===== config.mk =====
export PLATFORM = sky130hd
export DESIGN_NAME = register_pointer_and_reset
export DESIGN_NICKNAME = d
export VERILOG_FILES = /design/src/rtl/regbank_pkg.sv /design/src/rtl/register_pointer_and_reset.sv /design/src/rtl/write_reg_store.sv
export VERILOG_INCLUDE_DIRS = /design/src /design/src/rtl
export SDC_FILE = /design/constraint.sdc
export NUM_CORES = 1
export LEC_CHECK = 0
export BUFFER_PORTS_ARGS = -buffer_cell sky130_fd_sc_hd__buf_2
export CELL_PAD_IN_SITES_DETAIL_PLACEMENT = 0
export CELL_PAD_IN_SITES_GLOBAL_PLACEMENT = 1
export CORE_ASPECT_RATIO = 1.2
export CORE_MARGIN = 8
export CORE_UTILIZATION = 30
export DETAILED_ROUTE_END_ITERATION = 8
export PLACE_DENSITY_LB_ADDON = 0.1
export SLEW_MARGIN = 20
export SYNTH_ARGS = -nofsm -noshare
export SYNTH_HDL_FRONTEND = slang
export SYNTH_SLANG_ARGS = --single-unit

===== constraint.sdc =====
create_clock -name i_clk -period 3.75 [get_ports i_clk]
set_clock_uncertainty 0.15 [all_clocks]
set_input_delay 0.75 -clock i_clk [delete_from_list [all_inputs] [get_ports i_clk]]
set_output_delay 0.75 -clock i_clk [all_outputs]
set_load 0.01 [all_outputs]

===== src/rtl/regbank_params.svh =====
/*
 * constants of the register pointer and reset block: field positions,
 * register indices, reset values and reset stretch timing.
 * assumes inclusion by bare name from rtl/.
 */
`ifndef REGBANK_PARAMS_SVH
`define REGBANK_PARAMS_SVH

// --------------------------------------------------------------
// register indices seen through the pointer
// --------------------------------------------------------------
`define IDX_COMMAND 4'h0
`define IDX_RECEIVE_CONTROL 4'h3
`define IDX_MODE_CONTROL 4'h4
`define IDX_TRANSMIT_CONTROL 4'h5
`define IDX_FRAME_SLOT 4'h7
`define IDX_MASTER_CONTROL 4'h9
`define IDX_MISC_CONTROL 4'ha
`define IDX_UPPER_SLOT_11 4'hb
`define IDX_UPPER_SLOT_14 4'he
`define IDX_EXT_STATUS_CONTROL 4'hf
`define IDX_SHARED_VECTOR 4'h2

// --------------------------------------------------------------
// field positions
// --------------------------------------------------------------
`define PTR_MSB 2
`define POINT_HIGH_LSB 3
`define POINT_HIGH_CODE 3'h1
`define EXT_ENABLE_BIT 0
`define EXT_MAP_BIT 2
`define FRAME_WRITE_MASK 8'h7f
`define MASTER_KEEP_MASK 8'h3f
`define MASTER_CMD_LSB 6
`define CMD_CHAN_B 2'h1
`define CMD_CHAN_A 2'h2
`define CMD_DEVICE 2'h3

// --------------------------------------------------------------
// reset values
// --------------------------------------------------------------
`define EXT_STATUS_RESET 8'hf8
`define FRAME_RESET 8'h00
`define MASTER_RESET 8'h00

// --------------------------------------------------------------
// reset stretch, in peripheral clock cycles (one clock = 40 ns)
// --------------------------------------------------------------
`define STRETCH_CYCLES 3'h4

`endif


===== src/rtl/regbank_pkg.sv =====
/*
 * types of the register pointer and reset block.
 * assumes nothing of its surroundings.
 */
package regbank_pkg;

	// bus pins as sampled through the synchroniser
	typedef struct packed {
		logic rd_n;
		logic wr_n;
		logic ce_n;
		logic chan_a;
		logic d_c;
		logic [7:0] data;
	} bus_pins_type;

	// per channel control seen by the protocol engines
	typedef struct packed {
		logic [7:0] frame_enhancement;
		logic extended_map;
	} channel_ctrl_type;

	// kind of reset in progress
	typedef enum logic [1:0] {
		RESET_NONE,
		RESET_CHAN_B,
		RESET_CHAN_A,
		RESET_DEVICE
	} reset_kind_type;

endpackage


===== src/rtl/register_pointer_and_reset.sv =====
/*
 * host side register access and reset control of a two channel serial
 * controller: pointer, extended read map, frame enhancement register,
 * hardware and software resets with stretching.
 * assumes asynchronous bus pins from a processor, one 25 MHz clock used
 * as the peripheral clock, and protocol engines reading the outputs.
 */
`timescale 1ns/100ps
`include "regbank_params.svh"

// Notes on behaviour
// - frame enhancement bits 0..6 as listed; bit 7 always stored zero
// - extended map only while ext status bits 0 and 2 are both set
// - extended reads: slots 4,5 mode/transmit; 9,11,14 rx, misc, frame
// - both strobes low means hardware reset, chip enable ignored
// - reset held for as long as both strobes stay low
// - after release reset stretched four to five clocks, accesses ignored
// - hardware reset leaves receive data untouched
// - master control decodes channel A, channel B and full device reset
// - software reset also stretched four to five clocks
// - read with data/command low clears the pointers
// - other master control bits change only on a master control write or a hardware reset
module register_pointer_and_reset
	import regbank_pkg::*;
(
	// clock and reset
	input wire logic i_clk,
	input wire logic i_reset_n,
	// processor bus pins
	input wire logic i_rd_n,
	input wire logic i_wr_n,
	input wire logic i_ce_n,
	input wire logic i_chan_a,
	input wire logic i_d_c,
	input wire logic [7:0] i_data,
	// read data drive
	output logic [7:0] o_data,
	output logic o_data_oe,
	// reset outputs to the engines
	output logic o_device_reset,
	output logic o_hardware_reset,
	output logic [1:0] o_channel_reset,
	// per channel control, index 1 is channel A
	output channel_ctrl_type o_chan_ctrl_a,
	output channel_ctrl_type o_chan_ctrl_b,
	output logic [7:0] o_master_control
);

	// ------------------------------------------------------------
	// declarations
	// ------------------------------------------------------------
	bus_pins_type pins_meta;
	bus_pins_type pins;
	logic rd_prev;
	logic wr_prev;
	logic [7:0] wdata;
	logic wchan;
	logic wce_n;
	logic wd_c;
	logic [2:0] ptr;
	logic point_high;
	logic [7:0] ext_status [0:1];
	logic [7:0] frame_enh [0:1];
	logic [7:0] master;
	logic [31:0] written;
	logic [2:0] stretch;
	reset_kind_type reset_kind;
	logic [7:0] mem_rdata;
	logic rd_from_mem;
	logic rd_from_frame;
	logic rd_written;
	logic rd_chan;

	// pack one register address from channel and index
	function automatic logic [4:0] reg_addr(input logic chan,
		input logic [3:0] idx);
		logic shared;
		shared = (idx == `IDX_SHARED_VECTOR) ||
			(idx == `IDX_MASTER_CONTROL);
		reg_addr = {chan & ~shared, idx};
	endfunction

	// extended map test for one ext status value
	function automatic logic ext_on(input logic [7:0] esc);
		ext_on = esc[`EXT_ENABLE_BIT] & esc[`EXT_MAP_BIT];
	endfunction

	// ------------------------------------------------------------
	// pin synchroniser
	// ------------------------------------------------------------
	always_ff @(posedge i_clk) begin
		pins_meta <= {i_rd_n, i_wr_n, i_ce_n, i_chan_a, i_d_c, i_data};
		pins <= pins_meta;
	end

	// ------------------------------------------------------------
	// strobe decode
	// ------------------------------------------------------------
	wire hw_now = ~pins.rd_n & ~pins.wr_n;
	wire hw_prev = ~rd_prev & ~wr_prev;
	wire busy = hw_now | hw_prev | (stretch != 3'h0);
	wire wr_end = ~wr_prev & pins.wr_n & rd_prev & ~busy & ~wce_n;
	wire rd_end = ~rd_prev & pins.rd_n & wr_prev & ~busy & ~wce_n;
	wire [3:0] idx = {point_high, ptr};
	wire [4:0] waddr = reg_addr(wchan, idx);
	wire cmd_write = wr_end & ~wd_c;
	wire [1:0] sw_cmd = wdata[7:`MASTER_CMD_LSB];
	wire sw_reset = cmd_write && (idx == `IDX_MASTER_CONTROL) &&
		(sw_cmd != 2'h0);
	wire frame_w = cmd_write && (idx == `IDX_FRAME_SLOT) &&
		ext_status[wchan][`EXT_ENABLE_BIT];
	wire dev_reset = hw_now | (reset_kind == RESET_DEVICE);

	// ------------------------------------------------------------
	// read slot select, extended map only
	// ------------------------------------------------------------
	wire cur_chan = pins.chan_a;
	wire ext_r = ext_on(ext_status[cur_chan]);
	wire [3:0] src_idx = (idx == `IDX_MASTER_CONTROL) ?
		`IDX_RECEIVE_CONTROL :
		(idx == `IDX_UPPER_SLOT_11) ? `IDX_MISC_CONTROL : idx;
	wire [4:0] raddr = reg_addr(cur_chan, src_idx);
	wire mem_slot = ext_r && ((idx == `IDX_MODE_CONTROL) ||
		(idx == `IDX_TRANSMIT_CONTROL) ||
		(idx == `IDX_MASTER_CONTROL) ||
		(idx == `IDX_UPPER_SLOT_11));
	wire frame_slot = ext_r && (idx == `IDX_UPPER_SLOT_14);
	wire [7:0] next_data = rd_from_frame ? frame_enh[rd_chan] :
		(rd_from_mem && rd_written) ? mem_rdata : 8'h00;
	wire next_oe = ~pins.rd_n & ~pins.ce_n & pins.wr_n & ~busy &
		~pins.d_c;

	write_reg_store store (
		.i_clk(i_clk),
		.i_we(cmd_write),
		.i_waddr(waddr),
		.i_wdata(wdata),
		.i_raddr(raddr),
		.o_rdata(mem_rdata)
	);

	// ------------------------------------------------------------
	// access capture while a strobe is low
	// ------------------------------------------------------------
	always_ff @(posedge i_clk) begin
		if (!i_reset_n) begin
			rd_prev <= 1'b1;
			wr_prev <= 1'b1;
			wdata <= 8'h00;
			wchan <= 1'b0;
			wce_n <= 1'b1;
			wd_c <= 1'b1;
		end else begin
			rd_prev <= pins.rd_n;
			wr_prev <= pins.wr_n;
			if (!pins.rd_n || !pins.wr_n) begin
				wdata <= pins.data;
				wchan <= pins.chan_a;
				wce_n <= pins.ce_n;
				wd_c <= pins.d_c;
			end
		end
	end

	// ------------------------------------------------------------
	// reset stretch counter and kind
	// ------------------------------------------------------------
	always_ff @(posedge i_clk) begin
		if (!i_reset_n) begin
			stretch <= 3'h0;
			reset_kind <= RESET_NONE;
		end else if (hw_now) begin
			stretch <= `STRETCH_CYCLES;
			reset_kind <= RESET_DEVICE;
		end else if (sw_reset) begin
			stretch <= `STRETCH_CYCLES;
			case (sw_cmd)
				`CMD_CHAN_A: reset_kind <= RESET_CHAN_A;
				`CMD_CHAN_B: reset_kind <= RESET_CHAN_B;
				default: reset_kind <= RESET_DEVICE;
			endcase
		end else if (stretch != 3'h0) begin
			stretch <= stretch - 3'h1;
		end else begin
			reset_kind <= RESET_NONE;
		end
	end

	// ------------------------------------------------------------
	// pointer
	// ------------------------------------------------------------
	always_ff @(posedge i_clk) begin
		if (!i_reset_n || dev_reset) begin
			ptr <= 3'h0;
			point_high <= 1'b0;
		end else if (cmd_write && idx == `IDX_COMMAND) begin
			ptr <= wdata[`PTR_MSB:0];
			point_high <= (wdata[5:`POINT_HIGH_LSB] ==
				`POINT_HIGH_CODE);
		end else if (cmd_write || (rd_end && ~wd_c)) begin
			ptr <= 3'h0;
			point_high <= 1'b0;
		end
	end

	// ------------------------------------------------------------
	// per channel control registers
	// ------------------------------------------------------------
	always_ff @(posedge i_clk) begin
		if (!i_reset_n || dev_reset) begin
			ext_status[0] <= `EXT_STATUS_RESET;
			ext_status[1] <= `EXT_STATUS_RESET;
			frame_enh[0] <= `FRAME_RESET;
			frame_enh[1] <= `FRAME_RESET;
		end else begin
			if (cmd_write && idx == `IDX_EXT_STATUS_CONTROL) begin
				ext_status[wchan] <= wdata;
			end
			if (frame_w) begin
				frame_enh[wchan] <= wdata & `FRAME_WRITE_MASK;
			end
			if (reset_kind == RESET_CHAN_A) begin
				frame_enh[1] <= `FRAME_RESET;
			end
			if (reset_kind == RESET_CHAN_B) begin
				frame_enh[0] <= `FRAME_RESET;
			end
		end
	end

	// ------------------------------------------------------------
	// master control keeps its bits through software resets
	// ------------------------------------------------------------
	always_ff @(posedge i_clk) begin
		if (!i_reset_n || hw_now) begin
			master <= `MASTER_RESET;
		end else if (cmd_write && idx == `IDX_MASTER_CONTROL) begin
			master <= wdata & `MASTER_KEEP_MASK;
		end
	end

	// ------------------------------------------------------------
	// written flags; reset forgets stored write registers
	// ------------------------------------------------------------
	always_ff @(posedge i_clk) begin
		if (!i_reset_n || dev_reset) begin
			written <= 32'h0;
		end else begin
			if (reset_kind == RESET_CHAN_A) begin
				written[31:16] <= 16'h0;
			end
			if (reset_kind == RESET_CHAN_B) begin
				written[15:0] <= 16'h0;
			end
			if (cmd_write && !frame_w) begin
				written[waddr] <= 1'b1;
			end
		end
	end

	// ------------------------------------------------------------
	// read pipeline and outputs
	// ------------------------------------------------------------
	always_ff @(posedge i_clk) begin
		if (!i_reset_n) begin
			rd_from_mem <= 1'b0;
			rd_from_frame <= 1'b0;
			rd_written <= 1'b0;
			rd_chan <= 1'b0;
			o_data <= 8'h00;
			o_data_oe <= 1'b0;
			o_device_reset <= 1'b0;
			o_hardware_reset <= 1'b0;
			o_channel_reset <= 2'h0;
			o_chan_ctrl_a <= '0;
			o_chan_ctrl_b <= '0;
			o_master_control <= 8'h00;
		end else begin
			rd_from_mem <= mem_slot;
			rd_from_frame <= frame_slot;
			rd_written <= written[raddr];
			rd_chan <= cur_chan;
			o_data <= next_data;
			o_data_oe <= next_oe;
			// receive data path is not driven by any reset here
			o_device_reset <= dev_reset;
			o_hardware_reset <= hw_now | hw_prev;
			o_channel_reset <= {reset_kind == RESET_CHAN_A,
				reset_kind == RESET_CHAN_B};
			o_chan_ctrl_a <= {frame_enh[1], ext_on(ext_status[1])};
			o_chan_ctrl_b <= {frame_enh[0], ext_on(ext_status[0])};
			o_master_control <= master;
		end
	end

endmodule


===== src/rtl/write_reg_store.sv =====
/*
 * storage of the write registers of both channels, 32 words of 8 bits,
 * with registered read data.
 * assumes one clock; contents are undefined until written.
 */
`timescale 1ns/100ps
module write_reg_store (
	// clock
	input wire logic i_clk,
	// write side
	input wire logic i_we,
	input wire logic [4:0] i_waddr,
	input wire logic [7:0] i_wdata,
	// read side
	input wire logic [4:0] i_raddr,
	output logic [7:0] o_rdata
);

	logic [7:0] mem [0:31];

	// write port and registered read
	always_ff @(posedge i_clk) begin
		if (i_we) begin
			mem[i_waddr] <= i_wdata;
		end
		o_rdata <= mem[i_raddr];
	end

endmodule

# After elaboration in Yosys (flattened, before gate mapping)
# Memory sizes are Yosys's and may differ from the RTL's. A register that Yosys moved wholly into a read port is not among the register bits.
# Index checks and enable logic that the tools add are counted.
dict set report totals {
  register_bits 126
  latch_bits 0
  mem_bits_rw 286
  mem_bits_ro 0
  input_bits 15
  output_inout_bits 39
  word_cells 190
  mem_count 3
}
# name words width read_ports rd_ports_with_merged_regs write_ports line
set mem_list {}
lappend mem_list {store.mem 32 8 1 1 1 write_reg_store.sv:19} ;# logic [7:0] mem [0:31];
lappend mem_list {ext_status 2 8 4 2 2 register_pointer_and_reset.sv:62} ;# logic [7:0] ext_status [0:1];
lappend mem_list {frame_enh 2 7 3 3 3 register_pointer_and_reset.sv:63} ;# logic [7:0] frame_enh [0:1];
dict set report op_classes {
  addsub 1
  multipliers 0
  div_mod_pow 0
  magnitude_cmp 3
  n_eq_ne 19
  shift 0
  mux 48
  bitwise 44
  reduce_logical 34
}
# op count
set op_table {}
lappend op_table {{two-way mux 16 bit} 4}
lappend op_table {{two-way mux 32 bit} 1}
lappend op_table {{OR 32 bit} 1}
lappend op_table {{two-way mux 1 bit} 25}
lappend op_table {{bitwise AND 1 bit} 24}
lappend op_table {{two-way mux 8 bit} 3}
lappend op_table {{equality test 4 bit, second input constant} 5}
lappend op_table {{two-way mux 3 bit} 5}
lappend op_table {{two-way mux 7 bit} 2}
lappend op_table {{inverter 1 bit} 14}
lappend op_table {{equality test 4 x 3 -> 1 bit, second input constant} 3}
lappend op_table {{logical AND 1 bit} 12}
lappend op_table {{less-than comparator 5 x 6 -> 1 bit, second input constant} 2}
lappend op_table {{logical OR 1 bit} 9}
lappend op_table {{equality test 4 x 2 -> 1 bit, second input constant} 2}
lappend op_table {{two-way mux 4 bit} 2}
lappend op_table {{OR reduction 8 bit} 1}
lappend op_table {{equality test 2 bit, second input constant} 3}
lappend op_table {{logical NOT 1 bit} 6}
lappend op_table {{two-way mux 2 bit} 3}
lappend op_table {{nonzero test 3 bit} 2}
lappend op_table {{binary-select mux 1 bit (select 5 bit)} 1}
lappend op_table {{demux 1 bit (select 5 bit)} 1}
lappend op_table {{>= comparator 5 x 1 -> 1 bit, second input constant} 1}
lappend op_table {{10 further kinds} 17}

# Depth between registers and ports, before layout
# Gate-level depths: netlist (run 1).
dict set report depth {
  depth_word 15
  ltp_mapped 9
  ltp_nobuf 8
}

# Hierarchy
# From an unflattened synthesis (run 1), not the netlist that was laid out.
dict set report hier_totals {
  hier_cells 933
  area_unflattened_um2 15270.9
}
# module n_inst cells_each area_per_inst_um2
set modules_own_cells {}
lappend modules_own_cells {write_reg_store 1 417 10053.4}
lappend modules_own_cells {register_pointer_and_reset 1 516 5217.5}

# Least setup slack after synthesis (run 1)
# No wires, ideal clock.
dict set report synth_path {
  path_kind {register to register}
  startpoint {reg stretch[0]}
  endpoint {mem store.mem[16][0] (enable)}
  setup_ns 0.332
  arrival_time_ns 2.246
  required_ns 3.268
  setup_slack_ns 1.022
  path_stages_with_launch 9
  cell_sequence {dfxtp_1 -> inv_1 -> ha_1 -> ha_1 -> or3b_4 -> or4_4 -> buf_6 -> nor3_4 -> and2_1}
}
dict set report synth_via {
  elab_chain_len 8
}
# item line
set synth_lines {}
lappend synth_lines {{start, declared} register_pointer_and_reset.sv:66} ;# logic [2:0] stretch;
lappend synth_lines {{start signal, assigned} register_pointer_and_reset.sv:173} ;# stretch <= `STRETCH_CYCLES;
lappend synth_lines {{start signal, assigned} register_pointer_and_reset.sv:176} ;# stretch <= `STRETCH_CYCLES;
lappend synth_lines {{start signal, assigned} register_pointer_and_reset.sv:183} ;# stretch <= stretch - 3'h1;
lappend synth_lines {{nonzero test 3 bit} register_pointer_and_reset.sv:101} ;# wire busy = hw_now | hw_prev | (stretch != 3'h0);
lappend synth_lines {{OR 1 bit} register_pointer_and_reset.sv:101}
lappend synth_lines {{inverter 1 bit} register_pointer_and_reset.sv:102} ;# wire wr_end = ~wr_prev & pins.wr_n & rd_prev & ~busy & ~wce_n;
lappend synth_lines {{bitwise AND 1 bit (2 in a row)} register_pointer_and_reset.sv:102}
lappend synth_lines {{bitwise AND 1 bit} register_pointer_and_reset.sv:106} ;# wire cmd_write = wr_end & ~wd_c;
lappend synth_lines {{two-way mux 1 bit} write_reg_store.sv:23} ;# if (i_we) begin
lappend synth_lines {{two-way mux 1 bit (not written as such)} write_reg_store.sv:24} ;# mem[i_waddr] <= i_wdata;
lappend synth_lines {{end, declared} write_reg_store.sv:19}
# No other way between the ends.

# Final worst setup path (run 1)
dict set report layout_path {
  startpoint {reg stretch[0]}
  endpoint {mem store.mem[3][0] (enable)}
}
# Same word-level chain as after synthesis.

==> impl_metrics.toml, run 1 <==
[clock_network]
cts_tree = "done"
cts_setup_buffers = 0
clkTransAtPathRegs_ns = 0.06
cts_root_buf = "clkbuf_16"
numCtsBuffers = 39
ctsLongestPathBuffers = 3
h-tree-depth = 2
clk_latency_ns = 0.54
cts_num_sinks = 375
postCtsHoldBufs = 0
cts_resized = 0

[synth]
async_flop_share_pct = 0
yosysTopAreaCell = "edfxtp_1"
synth_area_per_cell_um2 = 13.0
synth_edf_count = 242
yosysSeqAreaShare_pct = 68.2
yosys_warnings = 0
yosys-top-cells-area = "edfxtp_1 (50%), dfxtp_1 (18%), mux2i_1 (4.5%)"
synth_top_area_share_pct = 49.9
synthesis.area_mm2 = 0.0146
synth_common_cells = "edfxtp_1 (242), dfxtp_1 (133), nor2_1 (104)"
ys_types = 56
ys_ff_latch = 375
synth.most_common_cell = "edfxtp_1"
synthFlopType = "edfxtp_1"
synth_cells = 1118

[critical_path]
setup.worst_path.end_class = "register"
worst-setup-path-type = "register to register"
cp_slowest_stage_delay_ns = 0.73
cp_common_cell = "ha_1"
cp_max_fo = 10
cp.arrival_ns = 3.18
startpoint_type = "register"
crit_slowest_cell = "nor2_1"
cp.required_ns = 3.77
path_cells = "inv_1 > ha_1 > ha_1 > or3b_4 > or3_1 > nor2_1"

[power]
p_comb_share_pct = 3.3
swShare_pct = 21.5
leakage_uw = 0.00553
ir_drop_mv = 0.304
net-switching-power_uw = 1860
clockPowerShare_pct = 44.3
finalPower_uw = 8630
p_seq_share_pct = 52.4
internal_power_uw = 6770
power_density_mw_per_mm2 = 512

[timing]
slew-limit-headroom_pct = 33.1
period_needed_ns = 3.16
hold_viol = 0
fin_tns_setup_ns = 0
slew_violations = 0
tightest_slew_ns = 1.00
finalSetupViolCount = 0
timing.fmax_mhz = 316
fin_crit_sh_pct = 84.4
rsz0062_at_grt = "no"

[route]
drt_wl_total_mm = 42.9
wl_per_cell_um = 23.3
routed_via_density = 4.93
initialDrtViolationCount = 384
ant_nets = 0
vias = 9053
dr.pass1.iters = 5
drcViolationCount = 0

[placed_design]
io_buffers = 49
place_hpwl_mm = 28.0
place_congestion = 0.743

[cells_and_area]
fin_nets = 1195
drive_gt1_share_pct = 15.3
n_antenna_cell = 0
seqCellArea_mm2 = 0.00994
multi_input_area_mm2 = 0.00430
fillers = 4798
area_growth_pct = 15.8

[grt]
antenna_found_initial = 0
grt_use_total_pct = 15.2
grt_max_degree = 62
grt_pass1_wl_mm = 63.8
gr-total-overflow = 0
grt_pass1_vias = 9436

[floorplanning]
ios = 54
row_count = 88
die_w_um = 217
start_util_pct = 30.3
core_area_mm2 = 0.0480
die_height_um = 257
die_area_mm2 = 0.0559

[flow_run]
maxCapViolCount = 0

[hold_path]
hold_path.class = "primary input to register"

[outcome]
outcome = "completed"
## flip-flops by register name, summed over array words and instances (netlist names), 2 cells and up, named ones only
| register | count |
|---|---|
| o_chan_ctrl_b | 8 |
| ext_status | 4 |
| store.mem | 224 |
| master | 6 |
| ptr | 3 |
| o_channel_reset | 2 |
| reset_kind | 2 |
| pins | 12 |
| written | 31 |
| o_chan_ctrl_a | 8 |
| frame_enh | 14 |
| store.o_rdata | 8 |
| o_data | 8 |
| stretch | 3 |
| pins_meta | 13 |
| wdata | 8 |
| o_master_control | 6 |
## through the flow
step	hold slack [ns]	util [%]	std cells	setup WS (ns)	cell area, um2
finish	0.173	35.2	1836	0.585	16900
global route	0.148	35.2	1836	0.419	16900
CTS	0.133	35.2	1836	0.564	16900
detailed placement	0.162	32.6	1766	0.602	15600
global placement	0.161	32.6	1766	0.642	15600
floorplan	0.160	-	1129	1.02	14600
## per-layer routing
metal / share of wire, % / vias to the layer above / global-route usage [%]
met5: 0 / - / 0
met4: 2.6 / 0 / 4.63
met3: 3.1 / 59 / 2.09
met2: 52 / 173 / 27.5
met1: 42 / 4536 / 18.4
li1: - / 4285 / -
## power by group through the flow
| stage | sequential [uW] | combinational, uW | clock (uW) |
|---|---|---|---|
| after global placement | 4620 | 294 | 0 |
| after detailed placement | 4620 | 292 | 0 |
| after global routing | 4530 | 320 | 4080 |
| after floorplan | 4610 | 153 | 0 |
| after CTS | 4530 | 294 | 3950 |
| final | 4530 | 285 | 3820 |
## final cells by class
cell class / instances / area share [%]
multi-input combinational: 663 / 25.5
tap: 630 / 4.67
clock inverter: 19 / 1.03
sequential: 375 / 58.9
inverter: 8 / 0.178
timing repair buffer: 90 / 3.43
clock buffer: 51 / 6.35
## path summary, 6_finish.rpt
| path | to | slack (ns) | start | cells after the start |
|---|---|---|---|---|
| hold reg to reg | pins[12] | 0.18 | pins_meta[12] | 0 |
| hold / removal | pins_meta[9] | 0.17 | i_chan_a | 1 |
| setup / recovery | store.mem[3][0] | 0.59 | stretch[0] | 6 |
| setup reg to reg | store.mem[3][0] | 0.59 | stretch[0] | 6 |
## logic make-up after synthesis
family	share of synthesized area, %
compound gates	12.2
xor+xnor	0.0601
fa+ha+maj	0.258
buf+inv	2.69
flops	68.2
mux	6.23
other cells	0.0257
simple gates	10.4
## worst max-delay path: cells and delay by family, from the launching register on
family,cells,cell delay (ns)
flip-flops,1,0.32
adder cells (fa/ha/maj),2,0.40
buffers and inverters,1,0.05
AND/OR/NAND/NOR,3,1.87
## placed cells by master, fill, tap and decap left out, types with 3 or more instances in the layout
cell         n
a21oi_1     47
a221o_1     15
a22oi_1     21
a31oi_1      8
a32o_1       8
and2_1      35
and3_1      10
buf_2       49
buf_4       39
bufinv_16    3
clkbuf_1     8
clkbuf_16   40
clkbuf_8     3
clkinv_1     7
clkinv_2     7
conb_1      12
dfxtp_1    129
dfxtp_2      3
edfxtp_1   242
ha_1         3
inv_1        6
mux2_2      20
mux2i_1     66
nand2_1     68
nand2b_1    47
nand3_1      5
nand3b_1     3
nor2_1     104
nor2b_1      3
nor3_1       7
nor3b_1      3
o211ai_1    25
o21ai_0     32
o21bai_1    15
o221ai_1    26
o22ai_1     46
No activity file was read; power rests on OpenSTA's default activity.
==> inputs of run 2 (changes only) <==
==> constraint.sdc (replaced) <==
create_clock -name i_clk -period 3.27 [get_ports i_clk]
set_clock_uncertainty 0.15 [all_clocks]
set_input_delay 0.654 -clock i_clk [delete_from_list [all_inputs] [get_ports i_clk]]
set_output_delay 0.654 -clock i_clk [all_outputs]
set_load 0.01 [all_outputs]
==> run 2 against run 1 <==
- global-route usage shrank 0.35 points
- power grew 17%
- non-clock buffer count grew 28
- clock power grew 21%
- wire length shrank 2.4%
- die area is the same
- largest cell class unchanged
- largest power group unchanged
==> impl_metrics.toml, run 2 (synthesis gave the netlist of run 1 again) <==
[outcome]
outcome = "completed"

[clock_network]
clk_latency_ns = 0.54
postCtsHoldBufs = 0
ctsLongestPathBuffers = 3
cts_num_sinks = 375
numCtsBuffers = 40
cts_root_buf = "clkbuf_16"
cts_resized = 0
h-tree-depth = 2
cts_tree = "done"
clkTransAtPathRegs_ns = 0.06
cts_setup_buffers = 0

[timing]
finalSetupViolCount = 0
slew-limit-headroom_pct = 33.9
tightest_slew_ns = 0.990
hold_viol = 0
period_needed_ns = 2.97
slew_violations = 0
fin_crit_sh_pct = 90.7
fin_tns_setup_ns = 0
worst_slack_ns = 0.304
rsz0062_at_grt = "no"
timing.fmax_mhz = 337

[route]
routed_via_density = 4.87
ant_nets = 0
dr.pass1.iters = 5
initialDrtViolationCount = 389
drt_wl_total_mm = 41.8
wl_per_cell_um = 22.4
drcViolationCount = 0
vias = 9083

[critical_path]
crit_slowest_cell = "or3b_4"
path_cells = "inv_1 > ha_1 > ha_1 > or3b_4 > or2_4 > nor4b_4 > and2b_1 > or3_1"
cp_max_fo = 8
cp.arrival_ns = 3.03
startpoint_type = "register"
cp_common_cell = "ha_1"
crit_buf_inv = 1
regToRegStartpoint = "stretch[0]"
worst-setup-path-type = "register to register"
r2r_end = "frame_enh[0][6]"
cp_slowest_stage_delay_ns = 0.44
setup.worst_path.end_class = "register"
ff2ff_path_depth = 8
cp.required_ns = 3.34
worst-r2r-setup-slack_ns = 0.30
path_delay_family = "simple AND/OR/NAND/NOR gates"

[cells_and_area]
mostFrequentLayoutCells = "edfxtp_1 (242), dfxtp_1 (129), nor2_1 (104)"
n_antenna_cell = 0
area_growth_pct = 17.9
top_register = "store.mem"
fillers = 4821
fin_nets = 1224
drive_gt1_share_pct = 17.5
largest_reg_flops = 224
final_core_util_pct = 35.8
layout_commonest_cell = "edfxtp_1"
top_regs = "store.mem (224), written (31), frame_enh (14)"

[floorplanning]
row_count = 88
ios = 54
core_area_mm2 = 0.0480
die_area_mm2 = 0.0559
die_w_um = 217
die_height_um = 257
start_util_pct = 30.3

[grt]
grt_pass1_wl_mm = 62.9
grt_pass1_vias = 9465
gr-total-overflow = 0
grt_use_total_pct = 14.8
antenna_found_initial = 1
grt_max_degree = 63

[power]
internal_power_uw = 7970
clockPowerShare_pct = 45.5
leakage_uw = 0.00572
net-switching-power_uw = 2150
power_density_mw_per_mm2 = 589
ir_drop_mv = 0.391
p_comb_share_pct = 3.4
p_seq_share_pct = 51.1
swShare_pct = 21.3

[placed_design]
dpl_worst_slack_ns = 0.269
place_hpwl_mm = 27.3
io_buffers = 49
place_congestion = 0.768

[hold_path]
hold_path.class = "primary input to register"
hp-start = "i_chan_a"
whs_endpoint = "pins_meta[9]"
whs_path_depth = 1

[flow_run]
maxCapViolCount = 0
run 2: cell types whose count changed in the layout (fill, tap and decap cells not counted), moves of 2 or more:
cell | previous run | this run
buf_4 | 39 | 66
clkbuf_1 | 8 | 12
clkbuf_16 | 40 | 42
clkinv_1 | 7 | 3
run 2: worst max path at each step:
stage | endpoint | start | slack (ns) | cells after the start
final | frame_enh[0][6] | stretch[0] | 0.30 | 8
after CTS | frame_enh[0][6] | stretch[0] | 0.26 | 8
after global routing | frame_enh[0][6] | stretch[0] | 0.14 | 8
after floorplan | store.mem[16][0] | stretch[0] | 0.54 | 8
after detailed placement | frame_enh[0][2] | stretch[0] | 0.27 | 8
after global placement | frame_enh[0][4] | stretch[0] | 0.32 | 8
run 2: worst reg2reg max path, cell delays in order (launching register included):
cell and delay (ns):
dfxtp_1 0.31, inv_1 0.06, ha_1 0.17, ha_1 0.25, or3b_4 0.44, or2_4 0.29
nor4b_4 0.38, and2b_1 0.29, or3_1 0.31
run 2: power groups by stage:
stage               clock network (uW)  logic [uW]  registers, uW
floorplan                            0         175           5280
global placement                     0         350           5280
detailed placement                   0         350           5270
CTS                               4750         351           5170
global route                      4920         382           5180
finish                            4610         341           5170
run 2: per-stage QoR:
stage	cell area, um2	std cells	hold slack (ns)	power (uW)
2_1_floorplan	14600	1129	0.160	5460
3_3_place_gp	15900	1794	0.160	5630
3_5_place_dp	15900	1794	0.162	5620
4_1_cts	17200	1867	0.0323	10300
5_1_grt	17200	1867	0.0413	10500
6_report	17200	1867	0.0629	10100
run 2: final cells by class:
type	count	area (um2)	area share, %
well taps	630	788	4.59
repair buffers	118	801	4.66
multi-input cells	663	4300	25.0
flip-flops and latches	375	9940	57.8
clock inverters	16	191	1.11
inverters	8	30.0	0.175
clock buffers	57	1140	6.62
run 2: metal layers:
layer | vias up | share of wire, % | GRT usage (%)
met1 | 4519 | 43 | 18.5
met3 | 62 | 2.8 | 1.97
li1 | 4340 | - | -
met4 | 0 | 2.9 | 4.89
met5 | - | 0 | 0
met2 | 162 | 51 | 26.1
==> inputs of run 3 (changes only) <==
--- a/config.mk
+++ b/config.mk
@@ -12,6 +12,7 @@
 export CORE_ASPECT_RATIO = 1.2
 export CORE_MARGIN = 8
 export CORE_UTILIZATION = 30
+export CTS_BUF_LIST = sky130_fd_sc_hd__clkbuf_8
 export DETAILED_ROUTE_END_ITERATION = 8
 export PLACE_DENSITY_LB_ADDON = 0.1
 export SLEW_MARGIN = 20
==> run 3 against run 2 <==
- sequential power is essentially flat
- maximum frequency grew 1.4%
- first-iteration DRC count grew 6.7%
- sequential share of layout area grew 0.076 points
- cell count grew 2.8%
- register-to-register slack gained 0.04 ns
- via count grew 1.8%
- design area shrank 0.13%
- utilization is essentially flat
- non-clock buffer count grew 13
- critical path type unchanged
==> impl_metrics.toml, run 3 (synthesis gave the netlist of run 1 again) <==
[timing]
fin_crit_sh_pct = 89.5
slew-limit-headroom_pct = 33.3
slew_violations = 0
finalSetupViolCount = 0
rsz0062_at_grt = "no"
fin_tns_setup_ns = 0
timing.fmax_mhz = 342
period_needed_ns = 2.93
tightest_slew_ns = 1.00
hold_viol = 0
worst_slack_ns = 0.344

[cells_and_area]
fin_nets = 1257
mostFrequentLayoutCells = "edfxtp_1 (242), dfxtp_1 (129), nor2_1 (104)"
fillers = 4868
largest_reg_flops = 224
top_regs = "store.mem (224), written (31), frame_enh (14)"
drive_gt1_share_pct = 18.5
top_register = "store.mem"
area_growth_pct = 17.8
layout_commonest_cell = "edfxtp_1"

[clock_network]
cts_num_sinks = 375
h-tree-depth = 2
ctsLongestPathBuffers = 3
cts_setup_buffers = 0
cts_root_buf = "clkbuf_8"
postCtsHoldBufs = 13
clkTransAtPathRegs_ns = 0.06
cts_resized = 0
numCtsBuffers = 60
cts_tree = "done"
clk_latency_ns = 0.64

[grt]
grt_pass1_vias = 9724
grt_max_degree = 63
antenna_found_initial = 2
gr-total-overflow = 0
grt_use_total_pct = 14.9
grt_pass1_wl_mm = 63.2

[critical_path]
cp.required_ns = 3.45
worst-setup-path-type = "register to register"
setup.worst_path.end_class = "register"
cp.arrival_ns = 3.10
cp_max_fo = 8
crit_start = "stretch[0]"
startpoint_type = "register"
regToRegStartpoint = "stretch[0]"

[floorplanning]
row_count = 88
die_height_um = 257
ios = 54
core_area_mm2 = 0.0480
die_area_mm2 = 0.0559
start_util_pct = 30.3
die_w_um = 217

[power]
p_seq_share_pct = 55.0
power_density_mw_per_mm2 = 548
leakage_uw = 0.00582
internal_power_uw = 7240
swShare_pct = 23.1
net-switching-power_uw = 2180
ir_drop_mv = 0.342
clockPowerShare_pct = 41.3
p_comb_share_pct = 3.8

[route]
wl_per_cell_um = 21.9
routed_via_density = 4.82
dr.pass1.iters = 4
highest_layer = "met4"
wl_met3_mm = 1.22
ant_nets = 0
wl_met2_mm = 21.1
drt_wl_total_mm = 42.1
vias = 9247
met1_length_mm = 18.3
initialDrtViolationCount = 415
drcViolationCount = 0

[outcome]
outcome = "completed"

[hold_path]
hp-start = "pins_meta[11]"
hold_path.class = "register to register"

[placed_design]
place_congestion = 0.768
io_buffers = 49
place_hpwl_mm = 27.3
dpl_worst_slack_ns = 0.269

[flow_run]
maxCapViolCount = 0
## run 3: worst max-delay path, stage by stage, from the launching register on
cell	delay (ns)
dfxtp_1	0.31
inv_1	0.06
ha_1	0.17
ha_1	0.25
or3b_4	0.44
or2_4	0.29
nor4b_4	0.38
and2b_1	0.28
or3_1	0.31
## run 3: final cells by class
type / count / area [um2] / area share, %
Antenna cell: 1 / 2.50 / 0.0146
Clock buffer: 72 / 991 / 5.77
Clock inverter: 39 / 183 / 1.06
Inverter: 8 / 30.0 / 0.175
Multi-Input combinational cell: 663 / 4300 / 25.0
Sequential cell: 375 / 9940 / 57.9
Tap cell: 630 / 788 / 4.59
Timing Repair Buffer: 131 / 931 / 5.42
## run 3: path summary, 6_finish.rpt
path	endpoint	slack (ns)	cells past startpoint
hold / removal	pins[11]	0.17	0
setup reg to reg	frame_enh[0][5]	0.34	8
setup / recovery	frame_enh[0][5]	0.34	8
hold reg to reg	pins[11]	0.17	0
## run 3: routing by layer
layer  track usage, %  up-vias
met5                0        -
met4             5.96        0
met3             2.17       86
met2             25.9      155
met1             18.4     4592
li1                 -     4414
## run 3: per-stage QoR
step	total power, uW	util (%)	hold WS [ns]	area [um2]	cells
after global placement	5630	33.0	0.160	15900	1794
after floorplan	5460	-	0.160	14600	1129
final	9410	35.7	0.175	17200	1919
after CTS	9580	35.7	0.176	17200	1918
after detailed placement	5620	33.0	0.162	15900	1794
after global routing	9790	35.7	0.186	17200	1919
## run 3: power by group through the flow
stage	registers, uW	logic [uW]	clock network [uW]
after floorplan	5280	175	0
after global placement	5280	350	0
after detailed placement	5270	350	0
after CTS	5180	364	4040
after global routing	5180	395	4210
final	5180	353	3880
